===== config.mk =====
export PLATFORM = sky130hd
export DESIGN_NAME = clc_line_control
export DESIGN_NICKNAME = d
export VERILOG_FILES = /design/src/rtl/clc_pkg.sv /design/src/rtl/clc_line_control.sv
export VERILOG_INCLUDE_DIRS = /design/src /design/src/rtl
export SDC_FILE = /design/constraint.sdc
export NUM_CORES = 1
export LEC_CHECK = 0
export BUFFER_PORTS_ARGS = -buffer_cell sky130_fd_sc_hd__buf_4
export CORE_MARGIN = 2
export CORE_UTILIZATION = 60
export CTS_CLUSTER_SIZE = 20
export DETAILED_ROUTE_END_ITERATION = 12
export PLACE_DENSITY = 0.84
export SETUP_SLACK_MARGIN = 0.5
export SYNTH_ARGS = -nofsm -noshare
export SYNTH_HDL_FRONTEND = slang
export SYNTH_SLANG_ARGS = --single-unit

===== constraint.sdc =====
create_clock -name sys_clk -period 11.7 [get_ports sys_clk]
set_input_delay 0.585 -clock sys_clk [delete_from_list [all_inputs] [get_ports sys_clk]]
set_output_delay 0.585 -clock sys_clk [all_outputs]
set_load 0.02 [all_outputs]

===== src/rtl/clc_regs.svh =====
/*
 * Command codes, field positions, reset values and timing figures of the
 * per-channel line control registers.
 * Assumes inclusion by bare name; holds definitions only.
 */
`ifndef CLC_REGS_SVH
`define CLC_REGS_SVH

// ==========================================================
// Command byte layout
`define CLC_CMD_WRITE_BIT   7
`define CLC_CMD_ADDR_MSB    6
`define CLC_ADDR_DEBOUNCE   7'h02
`define CLC_ADDR_PWR_GAIN   7'h08
`define CLC_ADDR_TONE       7'h09

// ==========================================================
// Field positions
`define CLC_DB_B_MSB        7
`define CLC_DB_B_LSB        4
`define CLC_DB_A_MSB        3
`define CLC_DB_A_LSB        0
`define CLC_PWR_DOWN_BIT    7
`define CLC_RX_CUT_BIT      6
`define CLC_ADC_GAIN_BIT    5
`define CLC_DAC_GAIN_BIT    4
`define CLC_TONE_B_BIT      1
`define CLC_TONE_A_BIT      0

// ==========================================================
// Reset values
`define CLC_DEBOUNCE_RST    8'h00
`define CLC_PWR_GAIN_RST    4'h8
`define CLC_TONE_RST        4'h0

// ==========================================================
// Timing: one debounce code step, clock in kHz
`define CLC_STEP_MS         2
`define CLC_CLK_KHZ         200000
`define CLC_STEP_CYCLES     (`CLC_STEP_MS * `CLC_CLK_KHZ)

`endif


===== src/rtl/clc_pkg.sv =====
/*
 * Types shared by the per-channel line control register block.
 * Assumes nothing of its surroundings.
 */
package clc_pkg;
	localparam int NUM_CHAN = 4;
	localparam int CNT_W    = 23;

	// ==========================================================
	// One command from the serial control channel
	typedef struct packed {
		logic       valid;
		logic [1:0] chan;
		logic [7:0] code;
		logic [7:0] data;
	} clc_cmd_t;

	// ==========================================================
	// Per-channel control outputs, laid out as the power and tone bytes
	typedef struct packed {
		logic       pwrDown;
		logic       rxCutoff;
		logic       adcGainStep;
		logic       dacGainStep;
		logic [1:0] toneSpare;
		logic       toneBEnable;
		logic       toneAEnable;
	} clc_chan_t;

	// ==========================================================
	// Read answer
	typedef struct packed {
		logic       valid;
		logic [7:0] data;
	} clc_rsp_t;
endpackage : clc_pkg


===== src/rtl/clc_line_control.sv =====
/*
 * Per-channel local control registers of a four-channel codec: line input
 * debounce, power down, receive cutoff, converter gain steps, tone enables.
 * Assumes commands arrive already deframed from the serial control channel,
 * one per cycle at most, on sys_clk; line inputs are asynchronous pins.
 */
// Overview of operation
// - The first line input of each channel is debounced for 2 ms per step of its 4-bit code, zero meaning none.
// - The second line input of each channel is debounced likewise by its own 4-bit code, reset zero.
// - Debounce register is command 02H read / 82H write, second input code in bits 7:4, first in 3:0.
// - Power/cutoff/gain register is 08H read / 88H write; command bit 7 means write, low bits the address.
// - Data bit 7 powers the channel down when set, and it resets set.
// - Data bit 6 cuts off the receive path when set, reset clear.
// - Data bit 5 selects +6 dB converter input gain when set, 0 dB when clear by default.
// - Data bit 4 selects -6 dB converter output gain when set, 0 dB when clear by default.
// - Tone register is 09H read / 89H write, bit 1 enables tone B and bit 0 tone A, both reset off.
// - Each of the four channels holds its own copy of these registers, chosen by the command's channel.
`timescale 1ns/1ps
`include "clc_regs.svh"

module clc_line_control #(
	parameter int unsigned STEP_CYCLES = `CLC_STEP_CYCLES
) (
	input  wire logic                                  sys_clk,
	input  wire logic                                  resetn,
	input  wire clc_pkg::clc_cmd_t                     cmd,
	input  wire logic [clc_pkg::NUM_CHAN-1:0]          lineSignalInA,
	input  wire logic [clc_pkg::NUM_CHAN-1:0]          lineSignalInB,
	output clc_pkg::clc_rsp_t                          rsp,
	output clc_pkg::clc_chan_t [clc_pkg::NUM_CHAN-1:0] chanCtrl,
	output logic [clc_pkg::NUM_CHAN-1:0]               lineLevelA,
	output logic [clc_pkg::NUM_CHAN-1:0]               lineLevelB
);
	import clc_pkg::*;

	// Debounce limit in cycles for a code; 30 ms fits in CNT_W bits
	function automatic logic [CNT_W-1:0] stepLimit(input logic [3:0] code);
		stepLimit = CNT_W'(32'(code) * STEP_CYCLES);
	endfunction : stepLimit

	// ==========================================================
	// Reset release
	logic rstMeta;
	logic rstSync;
	logic rstn;

	// Two stages so the release never lands near a clock edge
	always_ff @(posedge sys_clk or negedge resetn) begin
		if (!resetn) begin
			rstMeta <= 1'b0;
			rstSync <= 1'b0;
		end else begin
			rstMeta <= 1'b1;
			rstSync <= rstMeta;
		end
	end
	assign rstn = rstSync;

	// ==========================================================
	// Command decode
	wire       isWrite  = cmd.code[`CLC_CMD_WRITE_BIT];
	wire [6:0] regAddr  = cmd.code[`CLC_CMD_ADDR_MSB:0];
	wire       hitDb    = regAddr == `CLC_ADDR_DEBOUNCE;
	wire       hitPwr   = regAddr == `CLC_ADDR_PWR_GAIN;
	wire       hitTone  = regAddr == `CLC_ADDR_TONE;
	wire       wrDb     = cmd.valid && isWrite && hitDb;
	wire       wrPwr    = cmd.valid && isWrite && hitPwr;
	wire       wrTone   = cmd.valid && isWrite && hitTone;
	wire       rdAny    = cmd.valid && !isWrite;

	// ==========================================================
	// Register storage, one copy per channel
	logic [7:0] dbReg [NUM_CHAN];

	// Writes touch only the addressed channel
	always_ff @(posedge sys_clk or negedge rstn) begin
		if (!rstn) begin
			for (int c = 0; c < NUM_CHAN; c++) begin
				dbReg[c]       <= `CLC_DEBOUNCE_RST;
				chanCtrl[c]    <= {`CLC_PWR_GAIN_RST, `CLC_TONE_RST};
			end
		end else begin
			if (wrDb)
				dbReg[cmd.chan] <= cmd.data;
			// Low nibble is expected zero and is not kept
			if (wrPwr)
				chanCtrl[cmd.chan][7:4] <= cmd.data[7:4];
			if (wrTone)
				chanCtrl[cmd.chan][3:0] <= cmd.data[3:0];
		end
	end

	// ==========================================================
	// Read path: answer one cycle after the command
	wire [7:0] pwrRead  = {chanCtrl[cmd.chan][7:4], 4'h0};
	wire [7:0] toneRead = {4'h0, chanCtrl[cmd.chan][3:0]};
	wire [7:0] rdSel    = hitDb  ? dbReg[cmd.chan] :
	                      hitPwr ? pwrRead :
	                      hitTone ? toneRead : 8'h00;

	// Unmapped reads still answer, with zero, so the host never waits
	always_ff @(posedge sys_clk or negedge rstn) begin
		if (!rstn)
			rsp <= '0;
		else begin
			rsp.valid <= rdAny;
			rsp.data  <= rdAny ? rdSel : 8'h00;
		end
	end

	// ==========================================================
	// Line input synchronisers and debounce, A inputs first then B
	logic [2*NUM_CHAN-1:0] pinIn;
	logic [2*NUM_CHAN-1:0] syncMeta;
	logic [2*NUM_CHAN-1:0] syncMid;
	logic [2*NUM_CHAN-1:0] syncLate;
	logic [2*NUM_CHAN-1:0] stableIn;
	logic [2*NUM_CHAN-1:0] dbOut;
	logic [CNT_W-1:0]      holdCnt [2*NUM_CHAN];
	logic [3:0]            dbCode  [2*NUM_CHAN];

	assign pinIn = {lineSignalInB, lineSignalInA};

	// Three stages; a change counts only once the last two agree
	always_ff @(posedge sys_clk or negedge rstn) begin
		if (!rstn) begin
			syncMeta <= '0;
			syncMid  <= '0;
			syncLate <= '0;
			stableIn <= '0;
		end else begin
			syncMeta <= pinIn;
			syncMid  <= syncMeta;
			syncLate <= syncMid;
			stableIn <= (syncMid & syncLate) | (stableIn & (syncMid ^ syncLate));
		end
	end

	for (genvar i = 0; i < 2*NUM_CHAN; i++) begin : g_db
		wire             isB     = i >= NUM_CHAN;
		wire [CNT_W-1:0] limit   = stepLimit(dbCode[i]);
		wire             differs = stableIn[i] != dbOut[i];
		wire             expired = (holdCnt[i] + CNT_W'(1)) >= limit;

		assign dbCode[i] = isB ? dbReg[i % NUM_CHAN][`CLC_DB_B_MSB:`CLC_DB_B_LSB]
		                       : dbReg[i % NUM_CHAN][`CLC_DB_A_MSB:`CLC_DB_A_LSB];

		// Counter restarts whenever the input returns to the held level
		always_ff @(posedge sys_clk or negedge rstn) begin
			if (!rstn) begin
				holdCnt[i] <= '0;
				dbOut[i]   <= 1'b0;
			end else if (!differs) begin
				holdCnt[i] <= '0;
			end else if (dbCode[i] == 4'h0 || expired) begin
				holdCnt[i] <= '0;
				dbOut[i]   <= stableIn[i];
			end else begin
				holdCnt[i] <= holdCnt[i] + CNT_W'(1);
			end
		end
	end

	assign lineLevelA = dbOut[NUM_CHAN-1:0];
	assign lineLevelB = dbOut[2*NUM_CHAN-1:NUM_CHAN];

	// ==========================================================
	// Checks
	logic [1:0] lastChan;
	always_ff @(posedge sys_clk or negedge rstn) begin
		if (!rstn)
			lastChan <= 2'b00;
		else
			lastChan <= cmd.chan;
	end

	dbwrite_lands_a: assert property (@(posedge sys_clk) disable iff (!rstn)
		wrDb |=> dbReg[lastChan] == $past(cmd.data)) else $error("debounce write lost");

	pwrdown_write_a: assert property (@(posedge sys_clk) disable iff (!rstn)
		wrPwr |=> chanCtrl[lastChan].pwrDown == $past(cmd.data[7])) else $error("power down wrong");

	rxcut_write_a: assert property (@(posedge sys_clk) disable iff (!rstn)
		wrPwr |=> chanCtrl[lastChan].rxCutoff == $past(cmd.data[6])) else $error("cutoff wrong");

	gain_write_a: assert property (@(posedge sys_clk) disable iff (!rstn)
		wrPwr |=> {chanCtrl[lastChan].adcGainStep, chanCtrl[lastChan].dacGainStep} == $past(cmd.data[5:4]))
		else $error("gain steps wrong");

	tone_write_a: assert property (@(posedge sys_clk) disable iff (!rstn)
		wrTone |=> {chanCtrl[lastChan].toneBEnable, chanCtrl[lastChan].toneAEnable} == $past(cmd.data[1:0]))
		else $error("tone enables wrong");

	read_answer_a: assert property (@(posedge sys_clk) disable iff (!rstn)
		rdAny |=> rsp.valid && rsp.data == $past(rdSel)) else $error("read answer wrong");

	other_chan_a: assert property (@(posedge sys_clk) disable iff (!rstn)
		wrPwr && cmd.chan != 2'd0 |=> $stable(chanCtrl[0])) else $error("wrong channel written");

	db_hold_a: assert property (@(posedge sys_clk) disable iff (!rstn)
		$changed(dbOut[0]) |-> $past(dbCode[0]) == 4'h0 || $past(holdCnt[0]) + CNT_W'(1) >= $past(g_db[0].limit))
		else $error("early debounce change");

	// ==========================================================
	// Read answer checks
	// The answer is a one-cycle pulse; data must be quiet around it so
	// a host that ignores valid still never picks up a stale byte.

	rsp_idle_zero_a: assert property (@(posedge sys_clk) disable iff (!rstn)
		!rsp.valid |-> rsp.data == 8'h00)
		else $error("answer data not quiet");

	rsp_pulse_only_a: assert property (@(posedge sys_clk) disable iff (!rstn)
		rsp.valid |-> $past(rdAny))
		else $error("answer without read");

	rsp_no_extra_a: assert property (@(posedge sys_clk) disable iff (!rstn)
		!rdAny |=> !rsp.valid)
		else $error("answer pulse too long");

	pwr_low_zero_a: assert property (@(posedge sys_clk) disable iff (!rstn)
		rdAny && hitPwr |=> rsp.data[3:0] == 4'h0)
		else $error("power read low nibble set");

	tone_high_zero_a: assert property (@(posedge sys_clk) disable iff (!rstn)
		rdAny && hitTone |=> rsp.data[7:4] == 4'h0)
		else $error("tone read high nibble set");

	unmapped_read_a: assert property (@(posedge sys_clk) disable iff (!rstn)
		rdAny && !hitDb && !hitPwr && !hitTone |=> rsp.data == 8'h00)
		else $error("unmapped read not zero");

	db_read_back_a: assert property (@(posedge sys_clk) disable iff (!rstn)
		rdAny && hitDb |=> rsp.data == $past(dbReg[cmd.chan]))
		else $error("debounce read wrong");

	pwr_read_back_a: assert property (@(posedge sys_clk) disable iff (!rstn)
		rdAny && hitPwr |=> rsp.data[7:4] == $past(chanCtrl[cmd.chan][7:4]))
		else $error("power read wrong");

	// ==========================================================
	// Write isolation checks
	// Reads and unmapped writes must leave every control bit alone, and
	// a write to one channel must never leak into another.

	unmapped_write_a: assert property (@(posedge sys_clk) disable iff (!rstn)
		cmd.valid && isWrite && !hitDb && !hitPwr && !hitTone |=> $stable(chanCtrl))
		else $error("unmapped write landed");

	read_no_write_a: assert property (@(posedge sys_clk) disable iff (!rstn)
		rdAny |=> $stable(chanCtrl))
		else $error("read changed controls");

	db_other_chan_a: assert property (@(posedge sys_clk) disable iff (!rstn)
		wrDb && cmd.chan != 2'd0 |=> $stable(dbReg[0]))
		else $error("debounce leaked");

	tone_other_chan_a: assert property (@(posedge sys_clk) disable iff (!rstn)
		wrTone && cmd.chan != 2'd1 |=> $stable(chanCtrl[1]))
		else $error("tone write leaked");

	pwr_hold_a: assert property (@(posedge sys_clk) disable iff (!rstn)
		!(wrPwr && cmd.chan == 2'd0) |=> $stable(chanCtrl[0][7:4]))
		else $error("power bits moved");

	tone_spare_a: assert property (@(posedge sys_clk) disable iff (!rstn)
		wrTone |=> chanCtrl[lastChan].toneSpare == $past(cmd.data[3:2]))
		else $error("tone spare bits wrong");

	// ==========================================================
	// Synchroniser and debounce checks
	// Channel 0 and the last channel stand in for the rest; all copies
	// come from the same generate body, so a fault shows on any of them.

	sync_agree_a: assert property (@(posedge sys_clk) disable iff (!rstn)
		$changed(stableIn[0]) |-> $past(syncMid[0]) == $past(syncLate[0]))
		else $error("input accepted before agreement");

	syncb_agree_a: assert property (@(posedge sys_clk) disable iff (!rstn)
		$changed(stableIn[NUM_CHAN]) |-> $past(syncMid[NUM_CHAN]) == $past(syncLate[NUM_CHAN]))
		else $error("second input accepted early");

	db_follows_a: assert property (@(posedge sys_clk) disable iff (!rstn)
		$changed(dbOut[0]) |-> dbOut[0] == $past(stableIn[0]))
		else $error("debounced level wrong");

	db_zero_pass_a: assert property (@(posedge sys_clk) disable iff (!rstn)
		dbCode[0] == 4'h0 && g_db[0].differs |=> dbOut[0] == $past(stableIn[0]))
		else $error("code zero did not pass");

	dbb_zero_pass_a: assert property (@(posedge sys_clk) disable iff (!rstn)
		dbCode[NUM_CHAN] == 4'h0 && g_db[NUM_CHAN].differs |=> dbOut[NUM_CHAN] == $past(stableIn[NUM_CHAN]))
		else $error("second input code zero did not pass");

	dbb_hold_a: assert property (@(posedge sys_clk) disable iff (!rstn)
		$changed(dbOut[NUM_CHAN]) |-> $past(dbCode[NUM_CHAN]) == 4'h0 ||
			$past(holdCnt[NUM_CHAN]) + CNT_W'(1) >= $past(g_db[NUM_CHAN].limit))
		else $error("early second input change");

	db_last_hold_a: assert property (@(posedge sys_clk) disable iff (!rstn)
		$changed(dbOut[NUM_CHAN-1]) |-> $past(dbCode[NUM_CHAN-1]) == 4'h0 ||
			$past(holdCnt[NUM_CHAN-1]) + CNT_W'(1) >= $past(g_db[NUM_CHAN-1].limit))
		else $error("early last channel change");

	// Held levels only move through the debounce path, never on their own
	db_quiet_a: assert property (@(posedge sys_clk) disable iff (!rstn)
		!g_db[0].differs |=> $stable(dbOut[0]))
		else $error("level moved without cause");
endmodule : clc_line_control


==> results.py <==
metrics = {
    "outcome": {
        "outcome": "complete, no violations",
    },
    "setup_path": {
        "cpMaxStageDelayCell": "or2_2",
        "r2r-start": "dbCode[11]",
        "critPathKind": "flop to flop",
        "r2r_slack_ns": 6.58,
        "worstSetupStartpointType": "flop",
        "cp_common_cell": "ha_1",
        "crit_arrival_ns": 5.57,
        "cpPeakStageDelay_ns": 0.52,
        "crit_path_cell_trace": "ha_1 -> xor2_1 -> ha_1 -> a21o_1 -> ha_1 -> a31o_2 -> a21oi_1 -> o21ai_0 -> and3_1 -> o21ai_0 -> xor2_1 -> ha_1 -> a21o_1 -> a221o_1 -> a211oi_1 -> nand4_1 -> or2_2 -> nor2b_1",
        "worst_setup_path_end_kind": "flop",
        "critical_path_required_ns": 12.15,
        "regToRegEndpoint": "holdCnt[57]",
        "rr_worst_depth": 18,
        "critPathMaxFanout": 20,
    },
    "power_and_ir_drop": {
        "p_leak_nw": 11.2,
        "vdd_drop_max_v": 0.0000898,
        "pwr_density_cell_nw_per_um2": 99.2,
    },
    "logic_synthesis": {
        "synth_edf_count": 0,
        "ys_warn_count": 0,
        "synth_area_leader_cell": "dfrtp_1",
        "synth.area.top_cells": "dfrtp_1, ha_1, xnor2_1",
        "ys_types": 71,
        "syn_area_sq_um": 20900,
        "ys.flop_type": "dfrtp_1",
        "avgSynthCellArea_sq_um": 10.1,
        "postSynthCellCount": 2061,
        "synthArstFlopShare_pct": 100,
        "synth_top_area_share_pct": 35.3,
        "synth_seq_cells": 299,
        "yosysSeqAreaShare_pct": 35.8,
        "synth_nets": 2400,
    },
    "final_layout": {
        "drive_gt1_share_pct": 11.8,
        "syn2layout_area_growth_pct": 10.3,
        "design_area_sq_um": 23000,
        "utilization_pct": 66.9,
        "fin_nets": 2477,
        "diodes": 0,
        "stdcell_count": 2618,
    },
    "clocking": {
        "cts_tree": "built",
        "cts_setup_buffers": 0,
        "clockRootBuffer": "clkbuf_16",
        "cts_resized": 0,
        "clk_latency_ns": 0.53,
        "clk_pin_slew_ns": 0.06,
        "cts_buffers": 34,
        "clockBufferDepth": 3,
        "cts.sinks": 299,
        "htreeDepth": 2,
        "cts_hold_buf": 1,
    },
    "global_route": {
        "grt_overflow": 0,
        "grt_pass1_wl_mm": 75.1,
        "grt_pass1_vias": 15700,
        "track_usage_pct": 25.1,
        "grt_start_max_net_pins": 85,
        "antenna_found_initial": 0,
    },
    "timing": {
        "relSlewSlack_pct": 30.4,
        "min_period_over_period_pct": 43.7,
        "grt_setup_unrepaired": "false",
        "fin_hold_ws_ns": 0.160,
        "finalSetupViolCount": 0,
        "clock.fmax_ghz": 0.195,
        "fin_tns_setup_ns": 0,
        "skew_ns": 0.00919,
        "finalHoldViolCount": 0,
        "fin_crit_ns": 5.12,
        "worstMarginPinSlew_ns": 1.04,
        "maxSlewViolCount": 0,
    },
    "routing": {
        "antenna_left": 0,
        "viasPerCell": 5.89,
        "post_drt_wl_per_cell_um": 17.1,
        "totalWireLength_mm": 44.8,
        "drc_errors": 0,
        "first_pass_iters": 5,
        "num_vias": 15400,
        "drt_iter0_drc": 946,
    },
    "place": {
        "numPortBuffers": 77,
        "gp_congestion": 0.873,
        "placed_cells": 2556,
        "hpwlAfterDp_mm": 33.4,
        "place_area_sq_um": 21900,
    },
    "flow_run": {
        "max_cap_viol_count": 0,
    },
    "min_path": {
        "whs_path_depth": 1,
        "hold_class": "input pin to flop",
        "holdPathEnd": "syncMeta[1]",
        "hold_start": "lineSignalInA[1]",
    },
    "floorplan": {
        "rows": 68,
        "coreArea_sq_um": 34500,
        "die_y_um": 191,
        "dieArea_sq_um": 36300,
        "start_util_pct": 60.6,
        "ios": 78,
        "die_w_um": 191,
    },
}
-- where the power goes --
part	internal [mW]	switching [mW]	total (mW)
Sequential	1.05	0.0201	1.07
Clock	0.630	0.430	1.06
Combinational	0.0609	0.0946	0.155
Total	1.74	0.544	2.28
-- placed cells by master, fill, tap and decap left out, types with 16 or more instances in the layout --
| master | instances |
|---|---|
| a21o_1 | 39 |
| a21oi_1 | 78 |
| and2_1 | 22 |
| and3_1 | 51 |
| and4_1 | 17 |
| buf_4 | 82 |
| clkbuf_16 | 37 |
| dfrtp_1 | 294 |
| ha_1 | 309 |
| inv_1 | 94 |
| mux2_2 | 69 |
| mux4_2 | 16 |
| nand2_1 | 127 |
| nand3_1 | 105 |
| nand4_1 | 42 |
| nor2_1 | 125 |
| nor2b_1 | 120 |
| nor3_1 | 29 |
| o21ai_0 | 32 |
| xnor2_1 | 163 |
| xor2_1 | 117 |
-- critical path: cells and delay by family, from the launching register on --
kind	cells	cell delay (ns)
simple gates	4	1.18
compound gates	8	1.94
flops	1	0.47
fa+ha+maj	4	1.06
xor+xnor	2	0.39
-- cell usage after synthesis (all sizes together), types with 3 or more instances --
| cell type | n |
|---|---|
| a221o | 3 |
| o211ai | 10 |
| nor3b | 14 |
| or2 | 3 |
| inv | 94 |
| o31ai | 5 |
| a211oi | 9 |
| nor2 | 125 |
| or3 | 5 |
| and3 | 51 |
| mux4 | 16 |
| a311oi | 4 |
| a21o | 39 |
| ha | 309 |
| nand4 | 42 |
| a22oi | 9 |
| a31o | 12 |
| and4 | 17 |
| nor4b | 5 |
| o21a | 4 |
| buf | 6 |
| nand2 | 130 |
| nand3 | 106 |
| clkbuf | 36 |
| nor3 | 30 |
| a41o | 5 |
| o21ai | 32 |
| dfrtp | 295 |
| dfstp | 4 |
| xnor2 | 163 |
| xor2 | 117 |
| and2 | 22 |
| nand2b | 8 |
| nor4 | 14 |
| a21oi | 78 |
| mux2 | 70 |
| a31oi | 6 |
| nor2b | 120 |
| o21bai | 14 |
-- sequential cells by signal (all words and copies together), names as in the netlist --
register and flops:
lineLevelA 4, stableIn 8, chanCtrl 32, lineLevelB 4
rsp 9, rstMeta 1, syncMeta 8, dbCode 32
syncMid 8, rstSync 1, syncLate 8, holdCnt 184
-- metrics by stage --
| step | total power [mW] | worst slack [ns] |
|---|---|---|
| 3_5_place_dp | 1.24 | 6.70 |
| 4_1_cts | 2.30 | 6.64 |
| 2_1_floorplan | 1.19 | 2.76 |
| 5_1_grt | 2.37 | 6.15 |
| 6_report | 2.28 | 6.58 |
| 3_3_place_gp | 1.24 | 6.91 |
-- how the worst max path moves through the flow --
stage          slack, ns  depth (start not counted)  startpoint      endpoint
4_1_cts             6.64                         18  dbCode[11]   holdCnt[57]
6_report            6.58                         18  dbCode[11]   holdCnt[57]
3_3_place_gp        6.91                         15  dbCode[29]  holdCnt[166]
5_1_grt             6.15                         18  dbCode[15]   holdCnt[83]
2_1_floorplan       2.76                          0     rstSync   chanCtrl[0]
3_5_place_dp        6.70                         18  dbCode[25]  holdCnt[153]
-- area by class of cell --
cell class	instances	area [sq um]
inverter	94	353
fill	2479	11400
sequential	299	7490
tap	455	569
timing repair buffer	83	626
clock inverter	11	85.1
multi-input combinational	1626	12900
clock buffer	50	1020
-- kinds of logic after synthesis --
logic type | Yosys count | share of synthesized area, %
and+or+nand+nor | 696 | 17.7
adders and majority gates | 310 | 18.6
DFF | 299 | 35.8
xor gates and xnor gates | 280 | 11.7
AOI/OAI and AO/OA | 252 | 8.08
buffers and inverters | 136 | 2.48
muxes | 87 | 5.54
other | 1 | 0.0179
-- per-layer routing --
layer / global-route usage, % / part of all wire [%] / vias to the layer above
met3: 3.29 / 4.1 / 101
li1: - / - / 7423
met4: 9.48 / 3.2 / 0
met2: 43.0 / 48 / 296
met1: 32.5 / 45 / 7610
met5: 0 / 0 / -
Power figures use the tool's default switching activity.
